<file path="src/cjlx_pkg.sv">
// Shared constants, opcode patterns and state encoding for the execution core
package cjlx_pkg;
	// Widths and register file shape
	localparam int unsigned DATA_W = 16;
	localparam int unsigned ADDR_W = 22;
	localparam int unsigned EXT_W = 6;
	localparam int unsigned NUM_GPR = 16;
	localparam int unsigned NUM_AREG = 8;
	// Fixed register roles
	localparam logic [2:0] LINK_AREG = 3'h6;
	localparam logic [2:0] BASE8_AREG = 3'h0;
	localparam logic [3:0] REG_ZERO = 4'h0;
	localparam logic [3:0] ZREG_LO = 4'h6;
	localparam logic [3:0] ZREG_HI = 4'h7;
	// Program counter stepping and reset value
	localparam logic [ADDR_W-1:0] INSTR_BYTES = 22'h000002;
	localparam logic [ADDR_W-1:0] RESET_PC = 22'h000000;
	// Opcode masks and match values
	localparam logic [15:0] OPM_COM = 16'hffc0;
	localparam logic [15:0] OPV_COM = 16'h8900;
	localparam logic [15:0] OPM_ONE = 16'hfff0;
	localparam logic [15:0] OPV_DECREMENT_CARRY_OP = 16'h8940;
	localparam logic [15:0] OPV_INCREMENT_CARRY_OP = 16'h8950;
	localparam logic [15:0] OPV_EXT = 16'h8960;
	localparam logic [15:0] OPV_DT = 16'h89e0;
	localparam logic [15:0] OPM_JMP = 16'hfef0;
	localparam logic [15:0] OPV_JMP = 16'h86e0;
	localparam logic [15:0] OPM_MOV = 16'hf0f0;
	localparam logic [15:0] OPV_MOV = 16'h80d0;
	localparam logic [15:0] OPM_MOVA = 16'hf8f8;
	localparam logic [15:0] OPV_MOVA = 16'ha818;
	localparam logic [15:0] OPM_REXT = 16'hf8f0;
	localparam logic [15:0] OPV_REXT = 16'ha010;
	localparam logic [15:0] OPM_LDI8 = 16'hf000;
	localparam logic [15:0] OPV_LDI8 = 16'hc000;
	localparam logic [15:0] OPM_LDI16 = 16'hf0ff;
	localparam logic [15:0] OPV_LDI16 = 16'h80c0;
	localparam logic [15:0] OPM_LDA22 = 16'hf1c0;
	localparam logic [15:0] OPV_LDA22 = 16'hb000;
	localparam logic [15:0] OPM_LDB_S = 16'he880;
	localparam logic [15:0] OPV_LDB_S = 16'h6000;
	localparam logic [15:0] OPV_LDB_X = 16'h6080;
	localparam logic [15:0] OPM_LDB_L = 16'hf8f0;
	localparam logic [15:0] OPV_LDB_L = 16'ha030;
	localparam logic [15:0] OPM_LDB_8 = 16'hfe00;
	localparam logic [15:0] OPV_LDB_8 = 16'hd000;
	localparam logic [15:0] OPM_LDC = 16'hf0f8;
	localparam logic [15:0] OPV_LDC = 16'ha000;
	// Complement and jump modes
	localparam logic [1:0] COM_INV = 2'h0;
	localparam logic [1:0] COM_NEG = 2'h1;
	localparam logic [1:0] COM_NEGC = 2'h2;
	localparam logic [1:0] JMP_IF_FALSE = 2'h0;
	localparam logic [1:0] JMP_IF_TRUE = 2'h1;
	localparam logic [1:0] JMP_ALWAYS = 2'h2;
	localparam logic [1:0] JMP_LINK = 2'h3;
	// Transfer direction bit
	localparam logic DIR_STORE = 1'b1;
	// Arithmetic unit operations
	localparam logic [2:0] ALU_COM = 3'h0;
	localparam logic [2:0] ALU_DECREMENT_CARRY_OP = 3'h1;
	localparam logic [2:0] ALU_DT = 3'h2;
	localparam logic [2:0] ALU_EXT = 3'h3;
	localparam logic [2:0] ALU_INCREMENT_CARRY_OP = 3'h4;
	// Sequencer states
	typedef enum logic [7:0] {
		ST_FETCH = 8'h01,
		ST_FWAIT = 8'h02,
		ST_DECODE = 8'h04,
		ST_XWAIT = 8'h08,
		ST_XCAP = 8'h10,
		ST_EXEC = 8'h20,
		ST_MWAIT = 8'h40,
		ST_MCAP = 8'h80
	} cjlx_state_t;
endpackage

</file>
<file path="src/cjlx_core.sv">
// Execution core: arithmetic on one register, register jumps, moves, byte and code loads
`timescale 1ns/1ps
`default_nettype none
// How it works
// RULE_01: Complement mode 00 inverts, 01 inverts plus one, 10 inverts plus test flag.
// RULE_02: Plain inverse sets test flag on zero; adding modes put carry in it.
// RULE_03: Complement into register 6 or 7 loads the matching zero flag.
// RULE_04: Carry-decrement writes reg minus one plus test flag; carry, overflow, zero flags.
// RULE_05: Decrement-and-test subtracts one, test flag on zero, overflow and zero flags.
// RULE_06: Sign-widen copies bit 7 into the upper byte; zero flag for 6 or 7.
// RULE_07: Carry-increment adds test flag; carry, overflow and zero flags updated.
// RULE_08: Register jump mode 00 jumps on false, 01 on true, 10 always.
// RULE_09: Jump mode 11 writes return address into link register, then jumps.
// RULE_10: No delay slot; the word fetched after a taken jump is squashed.
// RULE_11: Word move and address-register move; only word move touches zero flags.
// RULE_12: Short immediate fills low byte, clears high byte, updates zero flag.
// RULE_13: Instructions carrying a second word take two fetch cycles.
// RULE_14: Large immediate takes low 16 bits from second word, top from first.
// RULE_15: Extension to data register zero-extends; into extension keeps low six bits.
// RULE_16: Short byte transfer uses address register plus four-bit displacement.
// RULE_17: Long byte transfer adds the sixteen-bit second word to address register.
// RULE_18: Indexed byte transfer adds a general register to the address register.
// RULE_19: Single-word byte transfer uses base pointer plus eight bits, register zero.
// RULE_20: Code-fetch load reads program memory at an address register.
// RULE_21: With test flag clear, invert-plus-flag equals plain inverse.
// RULE_22: Byte store writes low byte; byte load fills register from the byte.
// RULE_23: Flags not named by an operation keep their values.
module cjlx_core import cjlx_pkg::*; (
	// Clock and reset
	input wire logic ref_clk_in,
	input wire logic resetn_in,
	// Program memory read port, data one cycle after the strobe
	output logic [ADDR_W-1:0] pm_addr_out,
	output logic pm_rd_out,
	input wire logic [DATA_W-1:0] pm_data_in,
	// Data memory byte port, read data one cycle after the strobe
	output logic [ADDR_W-1:0] dm_addr_out,
	output logic dm_rd_out,
	output logic dm_wr_out,
	output logic [7:0] dm_wdata_out,
	input wire logic [7:0] dm_rdata_in,
	// Core status
	output logic [ADDR_W-1:0] pc_out,
	output logic squash_out,
	output logic retire_out,
	output logic t_flag_out,
	output logic v_flag_out,
	output logic r6_zero_flag_out,
	output logic r7_zero_flag_out
);
	cjlx_state_t state_r, state_nxt;
	logic [DATA_W-1:0] gpr_r [NUM_GPR];
	logic [EXT_W-1:0] ext_r [NUM_AREG];
	logic [ADDR_W-1:0] areg_w [NUM_AREG];
	logic [DATA_W-1:0] ir_r, ir_nxt, imm_r, imm_nxt, pf_word_r, pf_nxt, word_w;
	logic use_pf_r, use_pf_nxt, ld_pend_r, ld_pend_nxt, ld_code_r, ld_code_nxt;
	logic [3:0] ld_idx_r, ld_idx_nxt;
	logic [ADDR_W-1:0] pc_r, pc_nxt, pm_addr_r, pm_addr_nxt, dm_addr_r, dm_addr_nxt;
	logic pm_rd_r, pm_rd_nxt, dm_rd_r, dm_rd_nxt, dm_wr_r, dm_wr_nxt;
	logic [7:0] dm_wdata_r, dm_wdata_nxt;
	logic squash_r, squash_nxt, retire_r, retire_nxt;
	logic t_r, v_r, z0_r, z1_r;

	// Registered outputs
	assign pm_addr_out = pm_addr_r;
	assign pm_rd_out = pm_rd_r;
	assign dm_addr_out = dm_addr_r;
	assign dm_rd_out = dm_rd_r;
	assign dm_wr_out = dm_wr_r;
	assign dm_wdata_out = dm_wdata_r;
	assign pc_out = pc_r;
	assign squash_out = squash_r;
	assign retire_out = retire_r;
	assign t_flag_out = t_r;
	assign v_flag_out = v_r;
	assign r6_zero_flag_out = z0_r;
	assign r7_zero_flag_out = z1_r;

	// Address registers are the upper eight general registers with their extensions
	for (genvar g = 0; g < NUM_AREG; g++) begin : g_areg
		assign areg_w[g] = {ext_r[g], gpr_r[g+8]};
	end

	// Word being decoded: a fetch parked during a memory op, or straight from memory
	logic two_word_w;
	assign word_w = use_pf_r ? pf_word_r : pm_data_in;
	assign two_word_w = ((word_w & OPM_LDI16) == OPV_LDI16) | ((word_w & OPM_LDA22) == OPV_LDA22)
		| ((word_w & OPM_LDB_L) == OPV_LDB_L); // [RULE_13]

	// Instruction class decode
	logic is_com, is_decrement_carry_op, is_dt, is_ext, is_increment_carry_op, is_jmp, is_mov, is_mova, is_rext;
	logic is_ldi8, is_ldi16, is_lda22, is_ldb_s, is_ldb_x, is_ldb_l, is_ldb_8, is_ldc;
	logic is_alu, is_ldb, is_long;
	assign is_com = (ir_r & OPM_COM) == OPV_COM;
	assign is_decrement_carry_op = (ir_r & OPM_ONE) == OPV_DECREMENT_CARRY_OP;
	assign is_increment_carry_op = (ir_r & OPM_ONE) == OPV_INCREMENT_CARRY_OP;
	assign is_ext = (ir_r & OPM_ONE) == OPV_EXT;
	assign is_dt = (ir_r & OPM_ONE) == OPV_DT;
	assign is_jmp = (ir_r & OPM_JMP) == OPV_JMP;
	assign is_mov = (ir_r & OPM_MOV) == OPV_MOV;
	assign is_mova = (ir_r & OPM_MOVA) == OPV_MOVA;
	assign is_rext = (ir_r & OPM_REXT) == OPV_REXT;
	assign is_ldi8 = (ir_r & OPM_LDI8) == OPV_LDI8;
	assign is_ldi16 = (ir_r & OPM_LDI16) == OPV_LDI16;
	assign is_lda22 = (ir_r & OPM_LDA22) == OPV_LDA22;
	assign is_ldb_s = (ir_r & OPM_LDB_S) == OPV_LDB_S;
	assign is_ldb_x = (ir_r & OPM_LDB_S) == OPV_LDB_X;
	assign is_ldb_l = (ir_r & OPM_LDB_L) == OPV_LDB_L;
	assign is_ldb_8 = (ir_r & OPM_LDB_8) == OPV_LDB_8;
	assign is_ldc = (ir_r & OPM_LDC) == OPV_LDC;
	// Complement mode 11 is not defined and executes as a no-operation
	assign is_alu = (is_com & (ir_r[5:4] != 2'h3)) | is_decrement_carry_op | is_dt | is_ext | is_increment_carry_op;
	assign is_ldb = is_ldb_s | is_ldb_x | is_ldb_l | is_ldb_8;
	assign is_long = is_ldi16 | is_lda22 | is_ldb_l;

	// Operand fields
	logic [3:0] rn_alu, rn_hi, dn, ldb_reg_w;
	logic [2:0] ai_lo, ai_mid;
	assign rn_alu = ir_r[3:0];
	assign rn_hi = ir_r[11:8];
	assign dn = {1'b0, ir_r[10:8]};
	assign ai_lo = ir_r[2:0];
	assign ai_mid = ir_r[6:4];

	// Arithmetic unit
	logic [2:0] alu_op_w;
	logic [DATA_W-1:0] alu_opnd_w, alu_res_w;
	logic alu_t_w, alu_v_w;
	assign alu_op_w = is_com ? ALU_COM : is_decrement_carry_op ? ALU_DECREMENT_CARRY_OP : is_dt ? ALU_DT : is_ext ? ALU_EXT : ALU_INCREMENT_CARRY_OP;
	assign alu_opnd_w = gpr_r[rn_alu];
	cjlx_alu u_alu (
		.op_in(alu_op_w),
		.com_mode_in(ir_r[5:4]), // [RULE_01]
		.opnd_in(alu_opnd_w),
		.t_in(t_r),
		.res_out(alu_res_w),
		.t_out(alu_t_w),
		.v_out(alu_v_w)
	);

	// Jump condition and targets
	logic [1:0] jmp_mode_w;
	logic jmp_take_w, jmp_link_w;
	logic [ADDR_W-1:0] jmp_target_w, link_val_w, pc_step_w;
	assign jmp_mode_w = {ir_r[8], ir_r[3]};
	assign jmp_take_w = is_jmp & ((jmp_mode_w == JMP_IF_FALSE & ~t_r) | (jmp_mode_w == JMP_IF_TRUE & t_r)
		| (jmp_mode_w == JMP_ALWAYS) | (jmp_mode_w == JMP_LINK)); // [RULE_08]
	assign jmp_link_w = is_jmp & (jmp_mode_w == JMP_LINK);
	assign jmp_target_w = areg_w[ai_lo];
	assign link_val_w = pc_r + INSTR_BYTES; // [RULE_09]
	assign pc_step_w = is_long ? pc_r + INSTR_BYTES + INSTR_BYTES : pc_r + INSTR_BYTES;

	// Byte transfer address, direction and data register
	logic [ADDR_W-1:0] ldb_addr_w;
	logic ldb_dir_w;
	assign ldb_addr_w = is_ldb_8 ? areg_w[BASE8_AREG] + {14'h0000, ir_r[7:0]} // [RULE_19]
		: is_ldb_l ? areg_w[ai_lo] + {6'h00, imm_r} // [RULE_17]
		: is_ldb_x ? areg_w[ai_mid] + {6'h00, gpr_r[ir_r[3:0]]} // [RULE_18]
		: areg_w[ai_mid] + {18'h00000, ir_r[3:0]}; // [RULE_16]
	assign ldb_dir_w = is_ldb_8 ? ir_r[8] : is_ldb_l ? ir_r[3] : ir_r[12];
	assign ldb_reg_w = is_ldb_8 ? REG_ZERO : dn; // [RULE_19]

	// Write-back selection for single-cycle instructions
	logic gw_en, ew_en, zf_en;
	logic [3:0] gw_idx;
	logic [2:0] ew_idx;
	logic [DATA_W-1:0] gw_data;
	logic [EXT_W-1:0] ew_data;
	always_comb begin
		gw_en = 1'b0;
		ew_en = 1'b0;
		zf_en = 1'b0;
		gw_idx = rn_hi;
		ew_idx = ir_r[2:0];
		gw_data = imm_r;
		ew_data = gpr_r[dn][EXT_W-1:0];
		if (is_alu) begin
			gw_en = 1'b1;
			zf_en = 1'b1; // [RULE_03]
			gw_idx = rn_alu;
			gw_data = alu_res_w;
		end else if (is_mov) begin
			gw_en = 1'b1;
			zf_en = 1'b1; // [RULE_11]
			gw_data = gpr_r[ir_r[3:0]];
		end else if (is_mova) begin
			gw_en = 1'b1;
			ew_en = 1'b1; // [RULE_11]
			gw_idx = {1'b1, ir_r[10:8]};
			ew_idx = ir_r[10:8];
			gw_data = jmp_target_w[DATA_W-1:0];
			ew_data = jmp_target_w[ADDR_W-1:DATA_W];
		end else if (is_rext) begin
			gw_en = ~ir_r[3];
			ew_en = ir_r[3]; // [RULE_15]
			gw_idx = dn;
			gw_data = {10'h000, ext_r[ir_r[2:0]]};
		end else if (is_ldi8) begin
			gw_en = 1'b1;
			zf_en = 1'b1;
			gw_data = {8'h00, ir_r[7:0]}; // [RULE_12]
		end else if (is_ldi16) begin
			gw_en = 1'b1;
			zf_en = 1'b1;
		end else if (is_lda22) begin
			gw_en = 1'b1;
			ew_en = 1'b1;
			gw_idx = {1'b1, ir_r[11:9]};
			ew_idx = ir_r[11:9];
			ew_data = ir_r[5:0]; // [RULE_14]
		end else if (jmp_link_w) begin
			gw_en = 1'b1;
			ew_en = 1'b1;
			gw_idx = {1'b1, LINK_AREG};
			ew_idx = LINK_AREG;
			gw_data = link_val_w[DATA_W-1:0];
			ew_data = link_val_w[ADDR_W-1:DATA_W];
		end
	end

	// Sequencer: the next word is always prefetched while an instruction executes
	always_comb begin
		state_nxt = state_r;
		pc_nxt = pc_r;
		ir_nxt = ir_r;
		imm_nxt = imm_r;
		pf_nxt = pf_word_r;
		use_pf_nxt = use_pf_r;
		ld_pend_nxt = 1'b0;
		ld_code_nxt = ld_code_r;
		ld_idx_nxt = ld_idx_r;
		pm_rd_nxt = 1'b0;
		pm_addr_nxt = pm_addr_r;
		dm_rd_nxt = 1'b0;
		dm_wr_nxt = 1'b0;
		dm_addr_nxt = dm_addr_r;
		dm_wdata_nxt = dm_wdata_r;
		squash_nxt = 1'b0;
		retire_nxt = 1'b0;
		case (state_r)
			ST_FETCH: begin
				pm_rd_nxt = 1'b1;
				pm_addr_nxt = pc_r;
				state_nxt = ST_FWAIT;
			end
			ST_FWAIT: state_nxt = ST_DECODE;
			ST_DECODE: begin
				ir_nxt = word_w;
				use_pf_nxt = 1'b0;
				pm_rd_nxt = 1'b1;
				pm_addr_nxt = pc_r + INSTR_BYTES;
				state_nxt = two_word_w ? ST_XWAIT : ST_EXEC; // [RULE_13]
			end
			ST_XWAIT: state_nxt = ST_XCAP;
			ST_XCAP: begin
				imm_nxt = pm_data_in;
				pm_rd_nxt = 1'b1;
				pm_addr_nxt = pc_r + INSTR_BYTES + INSTR_BYTES;
				state_nxt = ST_EXEC;
			end
			ST_EXEC: begin
				if (jmp_take_w) begin
					// The prefetched following word lands in the wait cycle and is dropped [RULE_10]
					pc_nxt = jmp_target_w;
					squash_nxt = 1'b1;
					retire_nxt = 1'b1;
					pm_rd_nxt = 1'b1;
					pm_addr_nxt = jmp_target_w;
					state_nxt = ST_FWAIT;
				end else if (is_ldb) begin
					dm_rd_nxt = ldb_dir_w != DIR_STORE;
					dm_wr_nxt = ldb_dir_w == DIR_STORE;
					dm_addr_nxt = ldb_addr_w;
					dm_wdata_nxt = gpr_r[ldb_reg_w][7:0]; // [RULE_22]
					ld_pend_nxt = ldb_dir_w != DIR_STORE;
					ld_code_nxt = 1'b0;
					ld_idx_nxt = ldb_reg_w;
					state_nxt = ST_MWAIT;
				end else if (is_ldc) begin
					pm_rd_nxt = 1'b1;
					pm_addr_nxt = areg_w[ai_lo]; // [RULE_20]
					ld_pend_nxt = 1'b1;
					ld_code_nxt = 1'b1;
					ld_idx_nxt = rn_hi;
					state_nxt = ST_MWAIT;
				end else begin
					pc_nxt = pc_step_w;
					retire_nxt = 1'b1;
					state_nxt = ST_DECODE;
				end
			end
			ST_MWAIT: begin
				// Park the prefetched word while the memory answer is still due
				pf_nxt = pm_data_in;
				use_pf_nxt = 1'b1;
				ld_pend_nxt = ld_pend_r;
				state_nxt = ST_MCAP;
			end
			ST_MCAP: begin
				pc_nxt = pc_step_w;
				retire_nxt = 1'b1;
				state_nxt = ST_DECODE;
			end
			default: state_nxt = ST_FETCH;
		endcase
	end

	// Sequencer and port registers
	always_ff @(posedge ref_clk_in) begin
		if (!resetn_in) begin
			state_r <= ST_FETCH;
			pc_r <= RESET_PC;
			ir_r <= 16'h0000;
			imm_r <= 16'h0000;
			pf_word_r <= 16'h0000;
			use_pf_r <= 1'b0;
			ld_pend_r <= 1'b0;
			ld_code_r <= 1'b0;
			ld_idx_r <= 4'h0;
			pm_rd_r <= 1'b0;
			pm_addr_r <= RESET_PC;
			dm_rd_r <= 1'b0;
			dm_wr_r <= 1'b0;
			dm_addr_r <= 22'h000000;
			dm_wdata_r <= 8'h00;
			squash_r <= 1'b0;
			retire_r <= 1'b0;
		end else begin
			state_r <= state_nxt;
			pc_r <= pc_nxt;
			ir_r <= ir_nxt;
			imm_r <= imm_nxt;
			pf_word_r <= pf_nxt;
			use_pf_r <= use_pf_nxt;
			ld_pend_r <= ld_pend_nxt;
			ld_code_r <= ld_code_nxt;
			ld_idx_r <= ld_idx_nxt;
			pm_rd_r <= pm_rd_nxt;
			pm_addr_r <= pm_addr_nxt;
			dm_rd_r <= dm_rd_nxt;
			dm_wr_r <= dm_wr_nxt;
			dm_addr_r <= dm_addr_nxt;
			dm_wdata_r <= dm_wdata_nxt;
			squash_r <= squash_nxt;
			retire_r <= retire_nxt;
		end
	end

	// Register file; loads write in the capture cycle, everything else at execute
	logic exec_w, load_wr_w;
	logic [DATA_W-1:0] load_data_w;
	assign exec_w = state_r == ST_EXEC;
	assign load_wr_w = (state_r == ST_MCAP) & ld_pend_r;
	assign load_data_w = ld_code_r ? pm_data_in : {8'h00, dm_rdata_in}; // [RULE_20] [RULE_22]
	always_ff @(posedge ref_clk_in) begin
		if (!resetn_in) begin
			for (int i = 0; i < NUM_GPR; i++) gpr_r[i] <= 16'h0000;
			for (int i = 0; i < NUM_AREG; i++) ext_r[i] <= 6'h00;
		end else if (exec_w) begin
			if (gw_en) gpr_r[gw_idx] <= gw_data;
			if (ew_en) ext_r[ew_idx] <= ew_data;
		end else if (load_wr_w) begin
			gpr_r[ld_idx_r] <= load_data_w;
		end
	end

	// Flags change only when the executing operation names them
	logic zf_hit_w;
	assign zf_hit_w = exec_w & gw_en & zf_en;
	always_ff @(posedge ref_clk_in) begin
		if (!resetn_in) begin
			t_r <= 1'b0;
			v_r <= 1'b0;
			z0_r <= 1'b0;
			z1_r <= 1'b0;
		end else begin
			if (exec_w & is_alu) t_r <= alu_t_w; // [RULE_02] [RULE_23]
			if (exec_w & (is_decrement_carry_op | is_dt | is_increment_carry_op)) v_r <= alu_v_w; // [RULE_04] [RULE_05] [RULE_07]
			if (zf_hit_w & (gw_idx == ZREG_LO)) z0_r <= (gw_data == 16'h0000); // [RULE_03] [RULE_12]
			if (zf_hit_w & (gw_idx == ZREG_HI)) z1_r <= (gw_data == 16'h0000);
		end
	end
endmodule
`default_nettype wire

</file>
<file path="src/cjlx_alu.sv">
// Single-operand arithmetic unit with carry and overflow outputs
`timescale 1ns/1ps
`default_nettype none
module cjlx_alu import cjlx_pkg::*; (
	// Operation select
	input wire logic [2:0] op_in,
	input wire logic [1:0] com_mode_in,
	// Operand and incoming test flag
	input wire logic [DATA_W-1:0] opnd_in,
	input wire logic t_in,
	// Result and flags
	output logic [DATA_W-1:0] res_out,
	output logic t_out,
	output logic v_out
);
	logic [DATA_W:0] sum;
	logic [DATA_W-1:0] inv;

	assign inv = ~opnd_in;

	// One adder shared by all modes but sign-widen; the unused result bits fall out as carry
	always_comb begin
		sum = {1'b0, opnd_in};
		res_out = opnd_in;
		t_out = t_in;
		v_out = 1'b0;
		case (op_in)
			ALU_COM: begin
				case (com_mode_in)
					COM_NEG: sum = {1'b0, inv} + 17'h00001;
					COM_NEGC: sum = {1'b0, inv} + {16'h0000, t_in};
					default: sum = {1'b0, inv};
				endcase
				res_out = sum[DATA_W-1:0];
				// Plain inverse tests for zero, the adding modes keep the carry [RULE_02]
				t_out = (com_mode_in == COM_INV) ? (inv == 16'h0000) : sum[DATA_W];
			end
			ALU_DECREMENT_CARRY_OP: begin
				// Minus one plus test flag; only the most negative value can wrap to positive [RULE_04]
				sum = {1'b0, opnd_in} + 17'h0ffff + {16'h0000, t_in};
				res_out = sum[DATA_W-1:0];
				t_out = sum[DATA_W];
				v_out = opnd_in[DATA_W-1] & ~sum[DATA_W-1];
			end
			ALU_DT: begin
				sum = {1'b0, opnd_in} + 17'h0ffff;
				res_out = sum[DATA_W-1:0];
				t_out = (sum[DATA_W-1:0] == 16'h0000); // [RULE_05]
				v_out = opnd_in[DATA_W-1] & ~sum[DATA_W-1];
			end
			ALU_EXT: res_out = {{8{opnd_in[7]}}, opnd_in[7:0]}; // [RULE_06]
			ALU_INCREMENT_CARRY_OP: begin
				sum = {1'b0, opnd_in} + {16'h0000, t_in}; // [RULE_07]
				res_out = sum[DATA_W-1:0];
				t_out = sum[DATA_W];
				v_out = ~opnd_in[DATA_W-1] & sum[DATA_W-1];
			end
			default: res_out = opnd_in;
		endcase
	end
endmodule
`default_nettype wire

</file>
<file path="config.mk">
export PLATFORM = sky130hd
export DESIGN_NAME = cjlx_core
export DESIGN_NICKNAME = d
export VERILOG_FILES = /design/src/cjlx_pkg.sv /design/src/cjlx_core.sv /design/src/cjlx_alu.sv
export SDC_FILE = /design/constraint.sdc
export NUM_CORES = 1
export LEC_CHECK = 0
export BUFFER_PORTS_ARGS = -buffer_cell sky130_fd_sc_hd__buf_2
export CORE_MARGIN = 4
export CORE_UTILIZATION = 40
export CTS_BUF_LIST = sky130_fd_sc_hd__clkbuf_8 sky130_fd_sc_hd__clkbuf_16
export DETAILED_ROUTE_END_ITERATION = 7
export PLACE_DENSITY_LB_ADDON = 0.08
export SLEW_MARGIN = 30
export SYNTH_ARGS = -nofsm -noshare
export SYNTH_HDL_FRONTEND = slang
export SYNTH_SLANG_ARGS = --single-unit
</file>
<file path="constraint.sdc">
create_clock -name ref_clk_in -period 7.1 [get_ports ref_clk_in]
set_input_delay 1.065 -clock ref_clk_in [delete_from_list [all_inputs] [get_ports ref_clk_in]]
set_output_delay 1.065 -clock ref_clk_in [all_outputs]
set_load 0.02 [all_outputs]
</file>
# [After elaboration in Yosys (flattened, before gate mapping)]
# Memory sizes are Yosys's and may differ from the RTL's. A register that Yosys moved wholly into a read port is not among the register bits.
# Cells that the tools add are included.
[word_totals] regBits=138 inputBits=26 mem_bits_rw=304 output_inout_bits=83 wordCells=280 memories=2
[op_classes] bitwise_logic=44 n_reduce_logical=24 add_sub_neg=11 eq_ne=43 n_lt_le_gt_ge=2 muxes=134
[memory_table] memory="gpr_r" words=16 width=16 read_ports=11 rd_clocked_by_memory_dff=3 wr=16 line_no="cjlx_core.sv:52" rtl="logic [DATA_W-1:0] gpr_r [NUM_GPR];"
[memory_table] memory="ext_r" words=8 width=6 read_ports=9 rd_clocked_by_memory_dff=1 wr=8 line_no="cjlx_core.sv:53" rtl="logic [EXT_W-1:0] ext_r [NUM_AREG];"
[op_table] operator="$mux W22" n=14
[op_table] operator="$mux W16" n=12
[op_table] operator="$bmux W22 S3" n=2
[op_table] operator="$pmux W22 S4" n=1
[op_table] operator="$pmux W16 S5" n=1
[op_table] operator="$eq A12 B12 Y1 const B" n=6
[op_table] operator="$mux W4" n=16
[op_table] operator="$mux W6" n=10
[op_table] operator="$pmux W8 S7" n=1
[op_table] operator="$mux W1" n=50
[op_table] operator="$logic_not A16 Y1" n=3
[op_table] operator="$mux W3" n=16
[op_table] operator="$add A22 B16 Y22" n=2
[op_table] operator="$add A22 B2 Y22 const B" n=2
[op_table] operator="$pmux W22 S2" n=1
[op_table] operator="$eq A9 B9 Y1 const B" n=4
[op_table] operator="$add A16 B1 Y17" n=2
[op_table] operator="$pmux W17 S2" n=1
[op_table] operator="$reduce_or A16 Y1" n=2
[op_table] operator="$add A22 B4 Y22" n=1
[op_table] operator="$add A22 B8 Y22" n=1
[op_table] operator="$eq A7 B7 Y1 const B" n=3
[op_table] operator="$mux W7" n=3
[op_table] operator="$eq A10 B10 Y1 const B" n=2
[op_table] operator="42 further kinds" n=102

# [Depth between registers and ports, before layout]
[logic_depth] word_depth=17 mapped_depth=25 mapped_depth_nobuf=20

# [By module]
# A second synthesis with hierarchy kept.
[hier_totals] cells_unflattened=3133 area_unflattened_um2=30885.9
[modules_own_cells] module="cjlx_core" seq_area_each_um2=12191.7 area_per_inst_um2=28735.1 cells_per_inst=2797 n_inst=1
[modules_own_cells] module="cjlx_alu" seq_area_each_um2=0.0 area_per_inst_um2=2150.8 cells_per_inst=336 n_inst=1

# [Worst setup path before layout]
# OpenSTA, ideal clock, no wires.
[synth_path] kind="register to register" start="register ir_r[4]" end="register dm_addr_r[14], in the netlist dm_addr_out[14]" path_stages_with_launch=21 arrival_ns=5.495 setup_slack_ns=1.488 period_less_slack_ns=5.612 setup_ns=0.117 cell_sequence="dfxtp_1 > clkbuf_1 > buf_1 > clkbuf_1 > buf_1 > mux4_2 > nand2_1 > nand2_1 > ha_1 > fa_1 > a21o_1 > a21oi_1 > o21bai_1 > a21o_1 > a21oi_1 > o21ai_0 > o41ai_1 > o31ai_1 > xor2_1 > o221a_2 > a22o_1"
[synth_between] elab_chain_cells=8 word_cells_on_any_way=17
[synth_rtl] element="start, declared" line_no="cjlx_core.sv:55" rtl="logic [DATA_W-1:0] ir_r, ir_nxt, imm_r, imm_nxt, pf_word_r, pf_nxt, word_w;"
[synth_rtl] element="start signal, assigned" line_no="cjlx_core.sv:331" rtl="ir_r <= ir_nxt;"
[synth_rtl] element="$not A3 Y4 (implied by the code)" line_no="cjlx_core.sv:158, cjlx_core.sv:159"
[synth_rtl] element="$bmux W22 S3" line_no="cjlx_core.sv:158, cjlx_core.sv:159"
[synth_rtl] element="$mux W22 (implied by the code) (2 in a row)" line_no="cjlx_core.sv:158, cjlx_core.sv:159"
[synth_rtl] element="$add A22 B4 Y22 / $add A22 B16 Y22 (equally long branches)" line_no="cjlx_core.sv:159, cjlx_core.sv:158"
[synth_rtl] element="$mux W22" line_no="cjlx_core.sv:158" rtl=": is_ldb_x ? areg_w[ai_mid] + {6'h00, gpr_r[ir_r[3:0]]}"
[synth_rtl] element="$mux W22" line_no="cjlx_core.sv:157" rtl=": is_ldb_l ? areg_w[ai_lo] + {6'h00, imm_r}"
[synth_rtl] element="$mux W22" line_no="cjlx_core.sv:156" rtl="assign ldb_addr_w = is_ldb_8 ? areg_w[BASE8_AREG] + {14'h0000, ir_r[7:0]}"
[synth_rtl] element="end signal, assigned" line_no="cjlx_core.sv:342" rtl="dm_addr_r <= dm_addr_nxt;"
[synth_rtl] element="end, declared" line_no="cjlx_core.sv:58" rtl="logic [ADDR_W-1:0] pc_r, pc_nxt, pm_addr_r, pm_addr_nxt, dm_addr_r, dm_addr_nxt;"
# Several ways; a longest one is shown, not always the timed one. The select of a mux whose other input is x is not followed.
# A chain may end at the register's enable or synchronous reset.

==> metrics <==
leading cell type in the layout, fill and taps excluded nor2_1; Clock transition at path regs approximately 0.060 ns; # diodes 0; static leakage 0.0115 uW; clk sink count between 400 and 500; Seq/Total Area, Yosys 0.401; top achievable clock speed roughly 160 MHz; worst hold margin roughly 0.45 ns; CP endpoint kind flop; Num CTS Buffers 55; Worst VDD drop 0.189 mV; crit path DAT around 6.5 ns; leading cell types in the layout, fill and taps excluded nor2_1, nand2_1, edfxtp_1; NumNets Final approximately 3300; Setup-failing EPs final 0; Final Hold Viols 0; Clock Tree Buf Depth 3; final WL about 130000 microns; Port Buffers 108; Routed WL per cell ~31 microns; Slew headroom 0.284; ys flop type edfxtp_1; Hold-fix buffers, CTS 0; starting density of the core 0.406; area grow syn2layout 12.3%; row count 100; die footprint approximately 80000 sq um; I/O pins around 110; Crit Path Max Fanout 20; Synth Area per Inst ~9.7 sq um; syn nets 3208; Worst-Skew Late Latency between 0.6 and 0.7 ns; fin crit period between 6 and 7 ns; flops & latches, synth 457; Yosys top cell by area edfxtp_1; largest net degree at the start of global routing 53; vias around 27000; Overflow after GRT 0; Synth Warn # 0; Placer Congestion a little over 1; clk root buf clkbuf_16; CP Class reg2reg; First-pass DRT Iterations 8; vias per cell 6.47; layout cell share with drive strength beyond 1 0.179; first-pass GRT wire length between 150000 and 200000 microns; Routed Antenna Nets 0; DRT iter0 DRCs 3276; Slew @ Worst Pin ~1.1 ns; Tcrit/Tclk final 0.866; outcome finished clean; pins over their slew limit 0; chip height ~280 microns; Post-synth EDFFs 304; # Post-CTS Setup Buffers 0; top cells by area, synth edfxtp_1, mux4_2, dfxtp_1, nor2_1, nand2_1; skew final 0.0455 ns; GR Util All Layers 0.315; antenna violations before repair 3; # resized after CTS 0; vias in the first global route 26332; Yosys cell types between 90 and 100; die width roughly 280 microns; gate count after technology mapping between 3000 and 4000; detailed-placement wirelength estimate a little under 100000 microns; Power, Total between 6000 and 7000 uW; DRC violations left 0; worst min path class reg2reg; core area about 75000 sq um; Power Dens Cells 194 nW/um^2; final setup TNS 0 ns; Critical Path Start Type flop; Synth top area share 0.300; Mapped Area just over 30000 sq um; Hold Startpoint dm_addr_out[17]; RSZ-0062 raised after global routing false; H-tree Lvls 2; ys async rst share 0; Worst Path Required roughly 7.5 ns; CTS tree yes; Max Cap Viol 0
==> cells in the mapped netlist (20+ instances only) <==
| library cell | count |
|---|---|
| nor2_1 | 555 |
| nand2_1 | 373 |
| edfxtp_1 | 304 |
| mux4_2 | 187 |
| a21oi_1 | 179 |
| clkbuf_1 | 173 |
| dfxtp_1 | 153 |
| o21ai_0 | 104 |
| mux2i_1 | 82 |
| xnor2_1 | 80 |
| nand3_1 | 74 |
| a211oi_1 | 70 |
| nor3_1 | 66 |
| ha_1 | 57 |
| inv_1 | 50 |
| xor2_1 | 45 |
| o211ai_1 | 42 |
| and3_1 | 28 |
| nand4_1 | 28 |
| nor2b_1 | 24 |
| nor4_1 | 23 |
| buf_1 | 22 |
| a31oi_1 | 20 |
==> power breakdown <==
part / internal (uW) / switching, uW
sequential: 2930 / 78.2
clock: 1610 / 1190
combinational: 276 / 545
==> stage by stage <==
stage | utilization | instance area (sq um) | worst slack [ns] | std cells
2_1_floorplan | - | 30400 | 1.49 | 3122
3_3_place_gp | 0.432 | 32300 | 1.18 | 4110
3_5_place_dp | 0.432 | 32400 | 1.22 | 4111
4_1_cts | 0.456 | 34100 | 1.22 | 4213
5_1_grt | 0.456 | 34100 | 0.694 | 4213
6_report | 0.456 | 34100 | 0.949 | 4213
==> metal layers <==
layer	vias up	global-route usage	share of wire
met5	-	0	0.00035
met4	6	0.140	0.053
met3	340	0.0536	0.083
met2	1448	0.520	0.47
met1	13609	0.408	0.39
li1	11860	-	-
==> worst max-delay path, stage by stage (launching register included) <==
cell and delay, ns:
dfxtp_2 0.40, buf_4 0.34, nor2b_1 0.51, a221oi_1 0.29
o21ai_0 0.36, nand2_1 0.30, inv_1 0.24, ha_1 0.28
nor2b_1 0.19, o21ai_0 0.41, a211oi_1 0.35, o211ai_1 0.22
a222oi_1 0.58, nand3_1 0.22, a211oi_1 0.49, nor2_1 0.10
a31oi_2 0.25, buf_4 0.29, nor2_1 0.07
==> sequential cells by signal (all words and copies together) (netlist names), 4 cells and up, named ones only <==
signal / cells
gpr_r: 256
ext_r: 48
pf_word_r: 16
state_r: 8
imm_r: 16
pc_out: 22
ir_r: 16
dm_wdata_out: 8
dm_addr_out: 22
pm_addr_out: 22
ld_idx_r: 4
==> area by class of cell <==
class	count	area, sq um
Fill cell	7146	40700
Inverter	54	205
Tap cell	969	1210
Clock buffer	59	1440
Multi-Input combinational cell	2393	17200
Clock inverter	43	343
Timing Repair Buffer	238	1530
Sequential cell	457	12200
==> path summary, 6_finish.rpt <==
| path | to | slack (ns) | cells past startpoint |
|---|---|---|---|
| hold reg to reg | dm_addr_out[17] | 0.45 | 2 |
| setup reg to reg | gpr_r[6][11] | 0.95 | 18 |
| setup / recovery | gpr_r[6][11] | 0.95 | 18 |
| hold / removal | dm_addr_out[17] | 0.45 | 2 |
==> cell families (layout without fill, tap and decap cells) <==
kind of cell             after synthesis  in the layout  synth area share
AO/OA/AOI/OAI                        645            645             0.145
XOR/XNOR                             125            125            0.0360
adder cells (fa/ha/maj)               60             60            0.0254
buffers and inverters                272            394            0.0358
flip-flops                           457            457             0.401
multiplexers                         286            286             0.172
AND/OR/NAND/NOR                     1277           1277             0.185
Note: power is estimated with default switching activity, not from simulation.
